**config.mk**
```make
export PLATFORM = sky130hd
export DESIGN_NAME = trap_irq_unit
export DESIGN_NICKNAME = d
export VERILOG_FILES = /design/src/trap_pkg.sv /design/src/trap_irq_unit.sv
export SDC_FILE = /design/constraint.sdc
export NUM_CORES = 1
export LEC_CHECK = 0
export BUFFER_PORTS_ARGS = -buffer_cell sky130_fd_sc_hd__buf_2
export CAP_MARGIN = 20
export CORE_MARGIN = 5
export CORE_UTILIZATION = 49
export CTS_BUF_LIST = sky130_fd_sc_hd__clkbuf_16
export DETAILED_ROUTE_END_ITERATION = 12
export HOLD_SLACK_MARGIN = 0.12
export PLACE_DENSITY_LB_ADDON = 0.05
export RECOVER_POWER = 100
export SLEW_MARGIN = 20
export SYNTH_ARGS = -nofsm -noshare
export SYNTH_HDL_FRONTEND = slang
export SYNTH_SLANG_ARGS = --single-unit
```
**constraint.sdc**
```tcl
create_clock -name ref_clk_i -period 3.88 [get_ports ref_clk_i]
set_input_delay 0 -clock ref_clk_i [delete_from_list [all_inputs] [get_ports ref_clk_i]]
set_output_delay 0 -clock ref_clk_i [all_outputs]
set_load 0.05 [all_outputs]
```
**src/trap_pkg.sv**
```systemverilog
// Purpose: constants for the trap and interrupt priority block
// Assumes: classic wishbone slave, 32-bit data, word aligned registers
// Notes:   offsets and vectors are design choices
package trap_pkg;
    // =====================================================
    // register map
    localparam logic [7:0]  OFF_IRQ_EN0      = 8'h00;
    localparam logic [7:0]  OFF_IRQ_PRI2     = 8'h04;
    localparam logic [7:0]  OFF_STACK_LIMIT  = 8'h08;
    localparam logic [7:0]  OFF_RESET_CTRL   = 8'h0c;
    localparam logic [7:0]  OFF_TRAP_STATUS  = 8'h10;
    localparam logic [7:0]  OFF_TRAP_ACK     = 8'h14;
    // =====================================================
    // reset values and masks
    localparam logic [15:0] RST_IRQ_EN0      = 16'h0000;
    localparam logic [15:0] RST_IRQ_PRI2     = 16'h4444;
    localparam logic [15:0] PRI2_MASK        = 16'h7777;
    localparam logic [15:0] RST_STACK_LIMIT  = 16'hffff;
    localparam logic [15:0] STACK_FLOOR      = 16'h0800;
    // =====================================================
    // field positions
    localparam int          IRQ_EN_EXT0_BIT  = 0;
    localparam int          IRQ_EN_CAP1_BIT  = 1;
    localparam int          IRQ_EN_CMP1_BIT  = 2;
    localparam int          PRI_SPI_LSB      = 0;
    localparam int          PRI_URX_LSB      = 4;
    localparam int          PRI_UTX_LSB      = 8;
    localparam int          PRI_ADC_LSB      = 12;
    localparam int          TRAP_CONFLICT_BIT = 15;
    // =====================================================
    // trap levels, hard 12..15, soft 8..11
    localparam logic [3:0]  LVL_ARITH        = 4'hb;
    localparam logic [3:0]  LVL_ADDR         = 4'hc;
    localparam logic [3:0]  LVL_STACK        = 4'hd;
    localparam logic [3:0]  LVL_OSC          = 4'he;
    localparam logic [3:0]  LVL_HARD_MIN     = 4'hc;
    localparam logic [3:0]  LVL_SOFT_MIN     = 4'h8;
    localparam logic [23:0] VEC_BASE         = 24'h000004;
endpackage

```
**src/trap_irq_unit.sv**
```systemverilog
// Purpose: trap detection, hard trap conflict reset, irq enable/priority regs
// Assumes: core gives per-cycle access qualifiers; oscillator fail is async
// Notes:   single clock, synchronous active low reset
//
// Design decisions made here: the placing of the registers and register access over Wishbone.
`timescale 1ns/1ns

// Summary of operation
// - odd address word access raises address trap
// - read of unimplemented data raises address trap
// - data access to missing program memory traps
// - fetch from vector space raises address trap
// - mac split spaces treat other space unimplemented
// - literal branch to missing program memory traps
// - executing from missing program memory traps
// - stack pointer above limit raises stack trap
// - stack pointer below 0x0800 raises stack trap
// - oscillator fallback to rc raises osc trap
// - simultaneous traps served by fixed priority
// - levels 8 to 11 are soft traps
// - levels 12 to 15 hard: addr, stack, osc
// - hard trap stalls code until acknowledged
// - lower hard trap under higher one conflicts
// - conflict resets device, sets flag bit 15
// - enable bits compare1, capture1, external0
// - priority field value is priority, 0 disables
// - priority register 2 field layout
// - unused priority bits read zero, ignore writes
module trap_irq_unit
    import trap_pkg::*;
#(
    parameter logic [23:0] VEC_STRIDE = 24'h000002,
    parameter logic [23:0] VEC_BASE_P = VEC_BASE
) (
    // clock and reset
    input  wire logic        ref_clk_i,
    input  wire logic        nrst_i,
    // wishbone slave
    input  wire logic        wb_cyc_i,
    input  wire logic        wb_stb_i,
    input  wire logic        wb_we_i,
    input  wire logic [7:0]  wb_adr_i,
    input  wire logic [3:0]  wb_sel_i,
    input  wire logic [31:0] wb_dat_i,
    output logic      [31:0] wb_dat_o,
    output logic             wb_ack_o,
    // data access from address generators
    input  wire logic        dacc_valid_i,
    input  wire logic        dacc_word_i,
    input  wire logic        dacc_read_i,
    input  wire logic        dacc_mac_i,
    input  wire logic        dacc_yspace_i,
    input  wire logic        dacc_in_x_i,
    input  wire logic        dacc_in_y_i,
    input  wire logic        dacc_data_impl_i,
    input  wire logic        dacc_prog_i,
    input  wire logic [15:0] dacc_addr_i,
    // program flow from core
    input  wire logic        fetch_valid_i,
    input  wire logic        fetch_vector_i,
    input  wire logic        fetch_impl_i,
    input  wire logic        branch_lit_i,
    input  wire logic        branch_impl_i,
    input  wire logic        prog_impl_i,
    // stack pointer and other traps
    input  wire logic        sp_load_i,
    input  wire logic [15:0] sp_value_i,
    input  wire logic        arith_trap_i,
    input  wire logic        osc_fail_i,
    input  wire logic        trap_ack_i,
    // outputs to core
    output logic             trap_req_o,
    output logic      [3:0]  trap_level_o,
    output logic      [23:0] trap_vector_o,
    output logic             hard_stall_o,
    output logic             conflict_reset_o,
    // interrupt settings to controller
    output logic      [2:0]  irq_en_o,
    output logic      [2:0]  adc_pri_o,
    output logic      [2:0]  utx_pri_o,
    output logic      [2:0]  urx_pri_o,
    output logic      [2:0]  spi_pri_o
);
    // =====================================================
    // state
    typedef struct packed {
        logic [15:0] irq_en0;
        logic [15:0] irq_pri2;
        logic [15:0] stack_limit;
        logic        conflict_flag;
        logic [3:0]  pending;      // bit0 arith, 1 addr, 2 stack, 3 osc
        logic [3:0]  active_lvl;   // 0 when none in service
        logic        in_service;
        logic        conflict_rst;
        logic        osc_s1;
        logic        osc_s2;
        logic        osc_prev;
        logic        ack;
        logic [31:0] rdata;
    } state_t;

    state_t st_ff;
    state_t nxt_st;

    // =====================================================
    // trap detection
    logic       addr_err;
    logic       stack_err;
    logic       osc_err;
    logic       mac_bad;
    logic [3:0] new_traps;
    logic [3:0] all_pend;
    logic [3:0] top_lvl;
    logic [3:0] new_hard_lvl;
    logic [3:0] held_hard_lvl;
    logic       has_hard_new;
    logic       conflict;
    logic       wb_hit;
    logic [15:0] wr16;

    always_comb begin
        mac_bad   = dacc_mac_i & (dacc_yspace_i ? dacc_in_x_i : dacc_in_y_i);
        addr_err  = 1'b0;
        if (dacc_valid_i && dacc_word_i && dacc_addr_i[0]) begin
            addr_err = 1'b1;
        end
        if (dacc_valid_i && dacc_read_i && !dacc_prog_i && (!dacc_data_impl_i || mac_bad)) begin
            addr_err = 1'b1;
        end
        if (dacc_valid_i && dacc_prog_i && !prog_impl_i) begin
            addr_err = 1'b1;
        end
        if (fetch_valid_i && fetch_vector_i) begin
            addr_err = 1'b1;
        end
        if (branch_lit_i && !branch_impl_i) begin
            addr_err = 1'b1;
        end
        if (fetch_valid_i && !fetch_impl_i) begin
            addr_err = 1'b1;
        end
        stack_err = sp_load_i & ((sp_value_i > st_ff.stack_limit)
                               | (sp_value_i < STACK_FLOOR));
        osc_err   = st_ff.osc_s2 & ~st_ff.osc_prev;
        new_traps = {osc_err, stack_err, addr_err, arith_trap_i};
        all_pend  = st_ff.pending | new_traps;
        // fixed priority, highest level wins
        if (all_pend[3]) begin
            top_lvl = LVL_OSC;
        end else if (all_pend[2]) begin
            top_lvl = LVL_STACK;
        end else if (all_pend[1]) begin
            top_lvl = LVL_ADDR;
        end else if (all_pend[0]) begin
            top_lvl = LVL_ARITH;
        end else begin
            top_lvl = 4'h0;
        end
        // lowest new hard trap against highest held hard trap
        has_hard_new = |new_traps[3:1];
        if (new_traps[1]) begin
            new_hard_lvl = LVL_ADDR;
        end else if (new_traps[2]) begin
            new_hard_lvl = LVL_STACK;
        end else if (new_traps[3]) begin
            new_hard_lvl = LVL_OSC;
        end else begin
            new_hard_lvl = 4'h0;
        end
        // highest hard level already held, in service or pending
        held_hard_lvl = 4'h0;
        if (st_ff.in_service && st_ff.active_lvl >= LVL_HARD_MIN) begin
            held_hard_lvl = st_ff.active_lvl;
        end
        if (st_ff.pending[3] && LVL_OSC > held_hard_lvl) begin
            held_hard_lvl = LVL_OSC;
        end
        if (st_ff.pending[2] && LVL_STACK > held_hard_lvl) begin
            held_hard_lvl = LVL_STACK;
        end
        if (st_ff.pending[1] && LVL_ADDR > held_hard_lvl) begin
            held_hard_lvl = LVL_ADDR;
        end
        conflict = has_hard_new && (new_hard_lvl < held_hard_lvl);
    end

    assign wb_hit = wb_cyc_i & wb_stb_i & ~st_ff.ack;
    assign wr16   = {wb_sel_i[1] ? wb_dat_i[15:8] : 8'h00, wb_sel_i[0] ? wb_dat_i[7:0] : 8'h00};

    // =====================================================
    // next state
    always_comb begin
        nxt_st          = st_ff;
        nxt_st.osc_s1   = osc_fail_i;
        nxt_st.osc_s2   = st_ff.osc_s1;
        nxt_st.osc_prev = st_ff.osc_s2;
        nxt_st.ack      = wb_hit;
        nxt_st.conflict_rst = 1'b0;
        nxt_st.pending  = all_pend;
        // trap taken into service when none is held
        if (!st_ff.in_service && top_lvl != 4'h0) begin
            nxt_st.in_service = 1'b1;
            nxt_st.active_lvl = top_lvl;
        end
        if (st_ff.in_service && trap_ack_i) begin
            nxt_st.in_service = 1'b0;
            nxt_st.active_lvl = 4'h0;
            case (st_ff.active_lvl)
                LVL_OSC:   nxt_st.pending[3] = new_traps[3];
                LVL_STACK: nxt_st.pending[2] = new_traps[2];
                LVL_ADDR:  nxt_st.pending[1] = new_traps[1];
                LVL_ARITH: nxt_st.pending[0] = new_traps[0];
                default:   nxt_st.pending    = all_pend;
            endcase
        end
        // register access
        nxt_st.rdata = 32'h0000_0000;
        if (wb_hit && wb_we_i) begin
            if (wb_adr_i == OFF_IRQ_EN0) begin
                nxt_st.irq_en0 = wr16;
            end else if (wb_adr_i == OFF_IRQ_PRI2) begin
                nxt_st.irq_pri2 = wr16 & PRI2_MASK;
            end else if (wb_adr_i == OFF_STACK_LIMIT) begin
                nxt_st.stack_limit = wr16;
            end else if (wb_adr_i == OFF_RESET_CTRL) begin
                if (wb_sel_i[1] && !wb_dat_i[TRAP_CONFLICT_BIT]) begin
                    nxt_st.conflict_flag = 1'b0;
                end
            end
        end else if (wb_hit) begin
            if (wb_adr_i == OFF_IRQ_EN0) begin
                nxt_st.rdata = {16'h0000, st_ff.irq_en0};
            end else if (wb_adr_i == OFF_IRQ_PRI2) begin
                nxt_st.rdata = {16'h0000, st_ff.irq_pri2 & PRI2_MASK};
            end else if (wb_adr_i == OFF_STACK_LIMIT) begin
                nxt_st.rdata = {16'h0000, st_ff.stack_limit};
            end else if (wb_adr_i == OFF_RESET_CTRL) begin
                nxt_st.rdata = {16'h0000, st_ff.conflict_flag, 15'h0000};
            end else if (wb_adr_i == OFF_TRAP_STATUS) begin
                nxt_st.rdata = {16'h0000, 3'h0, st_ff.in_service, st_ff.active_lvl, 4'h0, st_ff.pending};
            end
        end
        // conflict: reset registers and trap state (bus ack, read data and osc sync keep running), set the flag
        if (conflict) begin
            nxt_st.irq_en0       = RST_IRQ_EN0;
            nxt_st.irq_pri2      = RST_IRQ_PRI2;
            nxt_st.stack_limit   = RST_STACK_LIMIT;
            nxt_st.pending       = 4'h0;
            nxt_st.in_service    = 1'b0;
            nxt_st.active_lvl    = 4'h0;
            nxt_st.conflict_flag = 1'b1;
            nxt_st.conflict_rst  = 1'b1;
        end
    end

    // =====================================================
    // registers
    always_ff @(posedge ref_clk_i) begin
        if (!nrst_i) begin
            st_ff             <= '0;
            st_ff.irq_en0     <= RST_IRQ_EN0;
            st_ff.irq_pri2    <= RST_IRQ_PRI2;
            st_ff.stack_limit <= RST_STACK_LIMIT;
        end else begin
            st_ff <= nxt_st;
        end
    end

    // =====================================================
    // outputs
    assign wb_ack_o         = st_ff.ack;
    assign wb_dat_o         = st_ff.rdata;
    assign trap_req_o       = st_ff.in_service;
    assign trap_level_o     = st_ff.active_lvl;
    assign trap_vector_o    = VEC_BASE_P + VEC_STRIDE * {20'h00000, st_ff.active_lvl - LVL_SOFT_MIN};
    assign hard_stall_o     = st_ff.in_service && st_ff.active_lvl >= LVL_HARD_MIN;
    assign conflict_reset_o = st_ff.conflict_rst;
    assign irq_en_o         = st_ff.irq_en0[2:0];
    assign adc_pri_o        = st_ff.irq_pri2[PRI_ADC_LSB +: 3];
    assign utx_pri_o        = st_ff.irq_pri2[PRI_UTX_LSB +: 3];
    assign urx_pri_o        = st_ff.irq_pri2[PRI_URX_LSB +: 3];
    assign spi_pri_o        = st_ff.irq_pri2[PRI_SPI_LSB +: 3];
endmodule

```
==> impl_metrics.toml, run 1 <==
[job]
drv_cap = 0

[setup_path]
worstPathRequired_ns = 4.09
cpPeakStageDelay_ns = 0.56
worst-endpoint-arrival_ns = 4.07
cp.depth = 16
worstSetupStartpointType = "flop"
endpoint_kind = "flop"
path_buf_inv = 3
slowest_stage = "or4_4"
timing.critical_path.max_delay_family = "compound AO/OA/AOI/OAI gates"
crit_chain = "inv_2, ha_4, nand4_1, or4_4, o31a_1, o31ai_4, and3_4, inv_4, ha_4, nand3_2, a31oi_1, a221o_1, a32oi_1, mux2_4, clkbuf_16, a211o_1"
critical_path_class = "reg2reg"
cpMostUsedCell = "ha_4"
reg2regPathDepth = 16
cp_max_fo = 8
worst-r2r-setup-slack_ns = 0.02

[synth]
synth_cells = 526
synth.area.top_cells = "dfxtp_1 35%, buf_4 13%, ha_1 5.9%"
ys_warn_count = 0
synth_cell_types = 52
synth_top_area_frac = 0.351
synthArstFlopShare = 0
yosysTopAreaCell = "dfxtp_1"
syn_area_per_cell_um2 = 8.12
seq_area_frac_synth = 0.351
netlist_area_um2 = 4270
synthFlopType = "dfxtp_1"
synth-seq-cells = 75
synth-edff-count = 0

[floorplan]
core_um2 = 8590
boundaryPins = 179
start_util = 0.497
dieArea_um2 = 10700
dieHeight_um = 103
rows = 34
die_w_um = 103

[global_route]
grt_pass1_wl_um = 18000
grt_antenna_before_repair = 0
grt_pass1_vias = 3777
grt-ovfl-total = 0
grt_use_total = 0.215
grt_max_degree = 43

[timing]
final.setup.tns_ns = 0
slew_viol_final = 0
fin_crit_sh = 0.996
setup_violations = 0
rsz0062_at_grt = "yes"
skew_ns = 0.00444
worst_slew_pin_slew_ns = 0.758
max_freq_ghz = 0.259
min_period_ns = 3.86
worst_slew_margin_rel = 0.493
final-hold-violation-count = 0

[layout]
antenna-diode-count = 0
final_cell_mix = "69 x dfxtp_1, 65 x buf_2, 58 x nand2_1, 48 x a21oi_1, 48 x nor2_1"
layout_commonest_cell = "dfxtp_1"
nets = 761
drive_gt1_frac = 0.198
final_cells = 754
utilization = 0.628
final_cell_area_um2 = 5400
syn_to_final_growth_pct = 26.4

[clock_tree]
insertion_delay_ns = 0.33
cts-root-buf = "clkbuf_16"
cts.htree.levels = 3
cts-buffers-inserted = 9
path_clk_slew_ns = 0.06
clk_path_buf_depth = 2
cts.sink_count = 75
cts_tree = "built"

[drt]
wire_per_inst_um = 16.5
first_pass_iters = 5
wirelength_um = 12400
drtAntennaViolNets = 0
drtIter0Drc = 155
route.detailed.drc = 0
via_count = 4093
routed_via_density = 5.43

[placed_design]
dp_hpwl_um = 8390
placed_cells = 690
numPortBuffers = 110
place_congestion = 0.878
placed_area_um2 = 4510

[power]
power_density_nw_per_um2 = 470
total_power_uw = 2540
ir_worst_vdd_uv = 233
power_leakage_uw = 0.00221

[run_status]
outcome = "completed"

[worst_hold_path]
hold_depth = 4
hp-class = "in2reg"
## state kept, by name (all words and copies together) (netlist names)
name,cells
utx_pri_o,3
spi_pri_o,3
irq_en_o,3
wb_ack_o,1
trap_req_o,1
wb_dat_o,16
st_ff,35
urx_pri_o,3
nxt_st,2
conflict_reset_o,1
trap_level_o,4
adc_pri_o,3
## power by group
part / internal (uW) / switching (uW) / total [uW]
sequential: 811 / 85.9 / 897
combinational: 316 / 560 / 876
clock: 430 / 332 / 762
## Yosys cell counts, types with 2 or more instances
| master | number |
|---|---|
| inv_1 | 22 |
| clkbuf_1 | 17 |
| mux2i_1 | 8 |
| dfxtp_1 | 75 |
| and2_1 | 7 |
| nor2_1 | 48 |
| or2_2 | 2 |
| nand4_1 | 5 |
| a32oi_1 | 2 |
| a221oi_1 | 12 |
| a221o_1 | 2 |
| and3_1 | 4 |
| buf_2 | 5 |
| buf_4 | 72 |
| nor3b_1 | 2 |
| nand2b_1 | 6 |
| a21oi_1 | 49 |
| nand3_1 | 18 |
| or2_0 | 6 |
| nor3_1 | 7 |
| ha_1 | 20 |
| nor2b_1 | 7 |
| a31oi_1 | 2 |
| or3_1 | 5 |
| nor4_1 | 3 |
| buf_6 | 2 |
| or4_1 | 3 |
| nand2_1 | 58 |
| a211o_1 | 20 |
| a222oi_1 | 2 |
| o21ai_0 | 14 |
## logic make-up after synthesis
family | count (synthesis) | share of synthesized area
xor+xnor | 1 | 0.00205
compound gates | 114 | 0.177
simple gates | 188 | 0.216
flops | 75 | 0.351
other cells | 1 | 0.000878
buf+inv | 118 | 0.172
fa+ha+maj | 20 | 0.0586
mux | 9 | 0.0214
## stage by stage
step / setup WS (ns) / hold WS, ns
6_report: 0.0162 / 0.141
5_1_grt: -0.0865 / 0.171
4_1_cts: 0.0191 / 0.136
3_5_place_dp: 0.0233 / 0.212
3_3_place_gp: 0.0987 / 0.205
2_1_floorplan: 0.337 / 0.117
## metal layers
metal	vias to the layer above	routed length, um	share of wire	GRT usage
met5	-	0	0	0
met3	28	963	0.077	0.0355
met1	1913	5180	0.42	0.284
li1	1959	-	-	-
met2	193	6000	0.48	0.354
met4	0	303	0.024	0.0747
## worst paths after layout
kind | startpoint | end
hold reg to reg | nxt_st[34] | nxt_st[33]
hold / removal | wb_adr_i[3] | wb_dat_o[14]
setup reg to reg | st_ff[55] | st_ff[56]
setup / recovery | st_ff[55] | st_ff[56]
## worst reg2reg max path: cells and delay by family (launching register included)
kind            cells  cell delay, ns
flops               1            0.37
simple gates        4            1.02
mux                 1            0.40
compound gates      6            1.13
fa+ha+maj           2            0.51
buf+inv             3            0.30
## layout make-up
type / instances / area, um^2
clock inverter: 7 / 45.0
clock buffer: 9 / 225
fill: 786 / 3190
inverter: 22 / 85.1
sequential: 75 / 1510
tap: 108 / 135
timing repair buffer: 166 / 1110
multi-input combinational: 367 / 2290
## what timing repair did
action                                  4_1_cts  5_1_grt
hold buffers                                 36        0
endpoints found under the setup margin       20       53
gates cloned                                  0        6
gates resized for setup                       1       28
hold endpoints to repair                     55        0
pin swaps                                     1        9
setup buffers                                 1        5
Power figures use the tool's default switching activity.
==> run 2, diff against run 1 <==
Settings changed: CORE_UTILIZATION 49 to 46.
==> impl_metrics.toml, run 2 (synthesis gave the netlist of run 1 again) <==
[clock_tree]
cts-root-buf = "clkbuf_16"
cts.sink_count = 75
cts_tree = "built"
cts.htree.levels = 3
clk_path_buf_depth = 2
path_clk_slew_ns = 0.06
cts-buffers-inserted = 9
insertion_delay_ns = 0.34

[power]
combPwrFrac = 0.303
power_leakage_uw = 0.00220
switchingPower_uw = 940
p_sw_frac = 0.365
ir_worst_vdd_uv = 267
total_power_uw = 2570
p_int_uw = 1630
p_seq_frac = 0.348
power_density_nw_per_um2 = 483
power.share.clock = 0.349

[floorplan]
dieHeight_um = 106
core_um2 = 9150
boundaryPins = 179
rows = 35
die_w_um = 106
start_util = 0.467
dieArea_um2 = 11300

[drt]
wirelength_um = 12000
routed_via_density = 5.34
met3_length_um = 852
drt-met1-wl_um = 5150
drtIter0Drc = 189
dr_wl_met2_um = 5870
wire_per_inst_um = 16.1
via_count = 3991
topRoutingLayerUsed = "met4"
route.detailed.drc = 0
drtAntennaViolNets = 0
first_pass_iters = 5

[placed_design]
place_congestion = 0.793
dp_hpwl_um = 8430
placed_area_um2 = 4510
numPortBuffers = 110

[timing]
fin_crit_sh = 0.975
max_freq_ghz = 0.264
final-hold-violation-count = 0
worst_slew_margin_rel = 0.468
setup_violations = 0
slew_viol_final = 0
min_period_ns = 3.78
rsz0062_at_grt = "yes"
worst_slew_pin_slew_ns = 0.796
final.setup.tns_ns = 0
skew_ns = 0.00634
fin_hold_ws_ns = 0.131

[setup_path]
endpoint_kind = "flop"
critical_path_class = "reg2reg"
crit_chain = "inv_2, ha_4, nand4_1, or4_4, o31a_1, o31ai_4, and3_4, inv_4, ha_4, nand3_2, a31oi_1, a221o_1, a32oi_1, mux2_4, buf_12, a211o_1"
cpPeakStageDelay_ns = 0.55
worstSetupStartpointType = "flop"
worst-endpoint-arrival_ns = 4.00
timing.critical_path.max_delay_family = "compound AO/OA/AOI/OAI gates"
worst-r2r-setup-slack_ns = 0.1
slowest_stage = "or4_4"
cp_max_fo = 20
cpMostUsedCell = "ha_4"
path_buf_inv = 3
worstPathRequired_ns = 4.10

[global_route]
grt_use_total = 0.202
grt-ovfl-total = 0
grt_pass1_vias = 3651
grt_max_degree = 41
grt_pass1_wl_um = 18100
grt_antenna_before_repair = 0

[job]
drv_cap = 0

[layout]
final_cell_area_um2 = 5330
nets = 752
layout_commonest_cell = "buf_2"
fill_cells = 879
antenna-diode-count = 0
top_register = "st_ff"
drive_gt1_frac = 0.207
largest_register_ff_count = 35
final_cell_mix = "76 x buf_2, 70 x dfxtp_1, 58 x nand2_1, 48 x a21oi_1, 48 x nor2_1"
syn_to_final_growth_pct = 24.6

[worst_hold_path]
hp-class = "in2reg"

[run_status]
outcome = "completed"
[run 2: cell count changes in the layout (fill, tap and decap cells not counted), sizes merged]
| cell | before | now |
|---|---|---|
| bufinv | 0 | 2 |
| buf | 81 | 86 |
| clkinv | 2 | 1 |
| clkinvlp | 3 | 2 |
| clkbuf | 58 | 44 |
[run 2: per-layer routing]
layer  vias up  global-route usage
li1       1941                   -
met1      1875               0.263
met2       161               0.334
met3        14              0.0455
met4         0              0.0555
met5         -                   0
[run 2: worst paths after layout]
kind | start | end | cells after the start
setup / recovery | st_ff[55] | st_ff[53] | 16
setup reg to reg | st_ff[55] | st_ff[53] | 16
hold reg to reg | nxt_st[34] | nxt_st[33] | 1
hold / removal | wb_adr_i[3] | wb_dat_o[6] | 4
[run 2: cell type report]
cell class / count / area, um^2 / share of cell area
Multi-Input combinational cell: 367 / 2290 / 0.430
Sequential cell: 75 / 1510 / 0.284
Timing Repair Buffer: 157 / 985 / 0.185
Clock buffer: 9 / 225 / 0.0423
Tap cell: 111 / 139 / 0.0261
Clock inverter: 7 / 92.6 / 0.0174
Inverter: 22 / 85.1 / 0.0160
[run 2: timing repair]
| item | in CTS | in global routing |
|---|---|---|
| setup buffers | 0 | 2 |
| resized for setup | 0 | 28 |
| endpoints found under the setup margin | 0 | 53 |
| hold buffers | 36 | 0 |
| hold endpoints to repair | 57 | 0 |
[run 2: stage by stage]
step                      cells  setup slack [ns]   util
after floorplan             560             0.337      -
after global placement      693             0.116  0.493
after detailed placement    693            0.0749  0.493
after CTS                   745            0.0262  0.567
after global routing        748           -0.0330  0.582
final                       748            0.0954  0.582
[run 2: worst reg2reg max path, stage by stage, from the launching register on]
cell and delay, ns:
dfxtp_2 0.37, inv_2 0.05, ha_4 0.25, nand4_1 0.13, or4_4 0.55, o31a_1 0.34, o31ai_4 0.09, and3_4 0.26
inv_4 0.05, ha_4 0.27, nand3_2 0.09, a31oi_1 0.16, a221o_1 0.23, a32oi_1 0.09, mux2_4 0.34, buf_12 0.17
a211o_1 0.24
[run 2: power by group through the flow]
stage | logic (uW) | clock network (uW) | registers, uW
3_5_place_dp | 666 | 0 | 912
2_1_floorplan | 546 | 0 | 894
6_report | 779 | 898 | 897
3_3_place_gp | 662 | 0 | 912
4_1_cts | 686 | 910 | 895
5_1_grt | 831 | 943 | 908
==> run 3, diff against run 2 <==
Settings changed: CORE_UTILIZATION 46 to 49, PLACE_DENSITY_LB_ADDON 0.05 to 0.2.
==> impl_metrics.toml, run 3 (synthesis gave the netlist of run 1 again) <==
[run_status]
outcome = "completed"

[drt]
wirelength_um = 11800
wire_per_inst_um = 15.9
via_count = 4069
drtAntennaViolNets = 0
routed_via_density = 5.47
first_pass_iters = 5
route.detailed.drc = 0
drtIter0Drc = 179

[placed_design]
numPortBuffers = 110
dp_hpwl_um = 8240
place_congestion = 0.872
placed_area_um2 = 4500
dp_slack_ns = -0.0526

[setup_path]
slowest_stage = "or4_4"
endpoint_kind = "flop"
critical_path_class = "reg2reg"
crit_chain = "inv_1, ha_1, nand2_1, or4_4, o31a_1, o31ai_4, and3_4, inv_2, ha_4, nand3_2, a31oi_2, a221o_1, a32oi_1, mux2_4, buf_12, a211o_1"
worstPathRequired_ns = 4.10
worst-endpoint-arrival_ns = 4.04
cpPeakStageDelay_ns = 0.56
reg2regPathDepth = 16
worstSetupStartpointType = "flop"
cp_max_fo = 44

[timing]
skew_ns = 0.00825
max_freq_ghz = 0.262
worst_slew_pin_slew_ns = 0.755
final.setup.tns_ns = 0
worst_slew_margin_rel = 0.495
fin_ws_ns = 0.0661
slew_viol_final = 0
final-hold-violation-count = 0
fin_crit_sh = 0.983
min_period_ns = 3.81
setup_violations = 0
fin_hold_ws_ns = 0.135

[global_route]
grt_pass1_vias = 3795
grt_max_degree = 45
grt_pass1_wl_um = 17800
grt_antenna_before_repair = 0
grt-ovfl-total = 0
grt_use_total = 0.213

[worst_hold_path]
hold_depth = 4
hp-class = "in2reg"

[layout]
fill_cells = 787
layout_commonest_cell = "dfxtp_1"
top_register = "st_ff"
utilization = 0.612
final_cell_mix = "71 x dfxtp_1, 65 x buf_2, 58 x nand2_1, 48 x a21oi_1, 48 x nor2_1"
final_cell_area_um2 = 5260
syn_to_final_growth_pct = 23.0
antenna-diode-count = 0
seq_area_um2 = 1510
nets = 751
drive_gt1_frac = 0.178
largest_register_ff_count = 35
multiInputGateArea_um2 = 2270

[clock_tree]
clk_path_buf_depth = 2
insertion_delay_ns = 0.33
cts-buffers-inserted = 9
cts.htree.levels = 3
cts-root-buf = "clkbuf_16"
path_clk_slew_ns = 0.06
cts.sink_count = 75
cts_tree = "built"

[power]
ir_worst_vdd_uv = 298
power_leakage_uw = 0.00215
power_density_nw_per_um2 = 480

[floorplan]
core_um2 = 8590
rows = 34
dieArea_um2 = 10700
die_w_um = 103
start_util = 0.497
dieHeight_um = 103
boundaryPins = 179

[job]
drv_cap = 0
[run 3: final timing paths]
check | from | to | slack (ns)
setup / recovery | st_ff[54] | st_ff[59] | 0.07
hold / removal | wb_adr_i[3] | wb_dat_o[13] | 0.14
setup reg to reg | st_ff[54] | st_ff[59] | 0.07
hold reg to reg | nxt_st[34] | nxt_st[33] | 0.44
[run 3: timing repair]
action                     CTS  global route
buffers inserted             1             2
setup endpoints to repair   24            53
gates cloned                 0             0
gates resized for setup      4            14
pin swaps                    2             4
hold endpoints to repair    57             0
hold buffers                36             0
[run 3: final cells by class]
cell class,instances,area share
clock inverter,7,0.0188
inverter,22,0.0157
tap,108,0.0257
timing repair buffer,156,0.179
sequential,75,0.287
multi-input combinational,367,0.432
clock buffer,9,0.0428
[run 3: metal layers]
| metal | part of all wire | routed length (um) | vias to the layer above | global-route usage |
|---|---|---|---|---|
| li1 | - | - | 1936 | - |
| met1 | 0.40 | 4780 | 1908 | 0.262 |
| met2 | 0.49 | 5770 | 191 | 0.359 |
| met3 | 0.072 | 846 | 34 | 0.0349 |
| met4 | 0.034 | 403 | 0 | 0.106 |
| met5 | 0 | 0 | - | 0 |
[run 3: report_power, final]
part           internal, uW  total [uW]  switching, uW
clock                   568         911            343
combinational           212         711            499
sequential              812         899           86.8
[run 3: worst max-delay path, delay by kind of cell, from the launching register on]
kind,cells,cell delay [ns]
flops,1,0.37
fa+ha+maj,2,0.57
buf+inv,3,0.31
mux,1,0.32
compound gates,6,1.13
simple gates,4,0.99
[run 3: metrics by stage]
| stage | total power [uW] | cells |
|---|---|---|
| after floorplan | 1440 | 560 |
| after global placement | 1560 | 689 |
| after detailed placement | 1570 | 689 |
| after CTS | 2500 | 742 |
| after global routing | 2620 | 744 |
| final | 2520 | 744 |
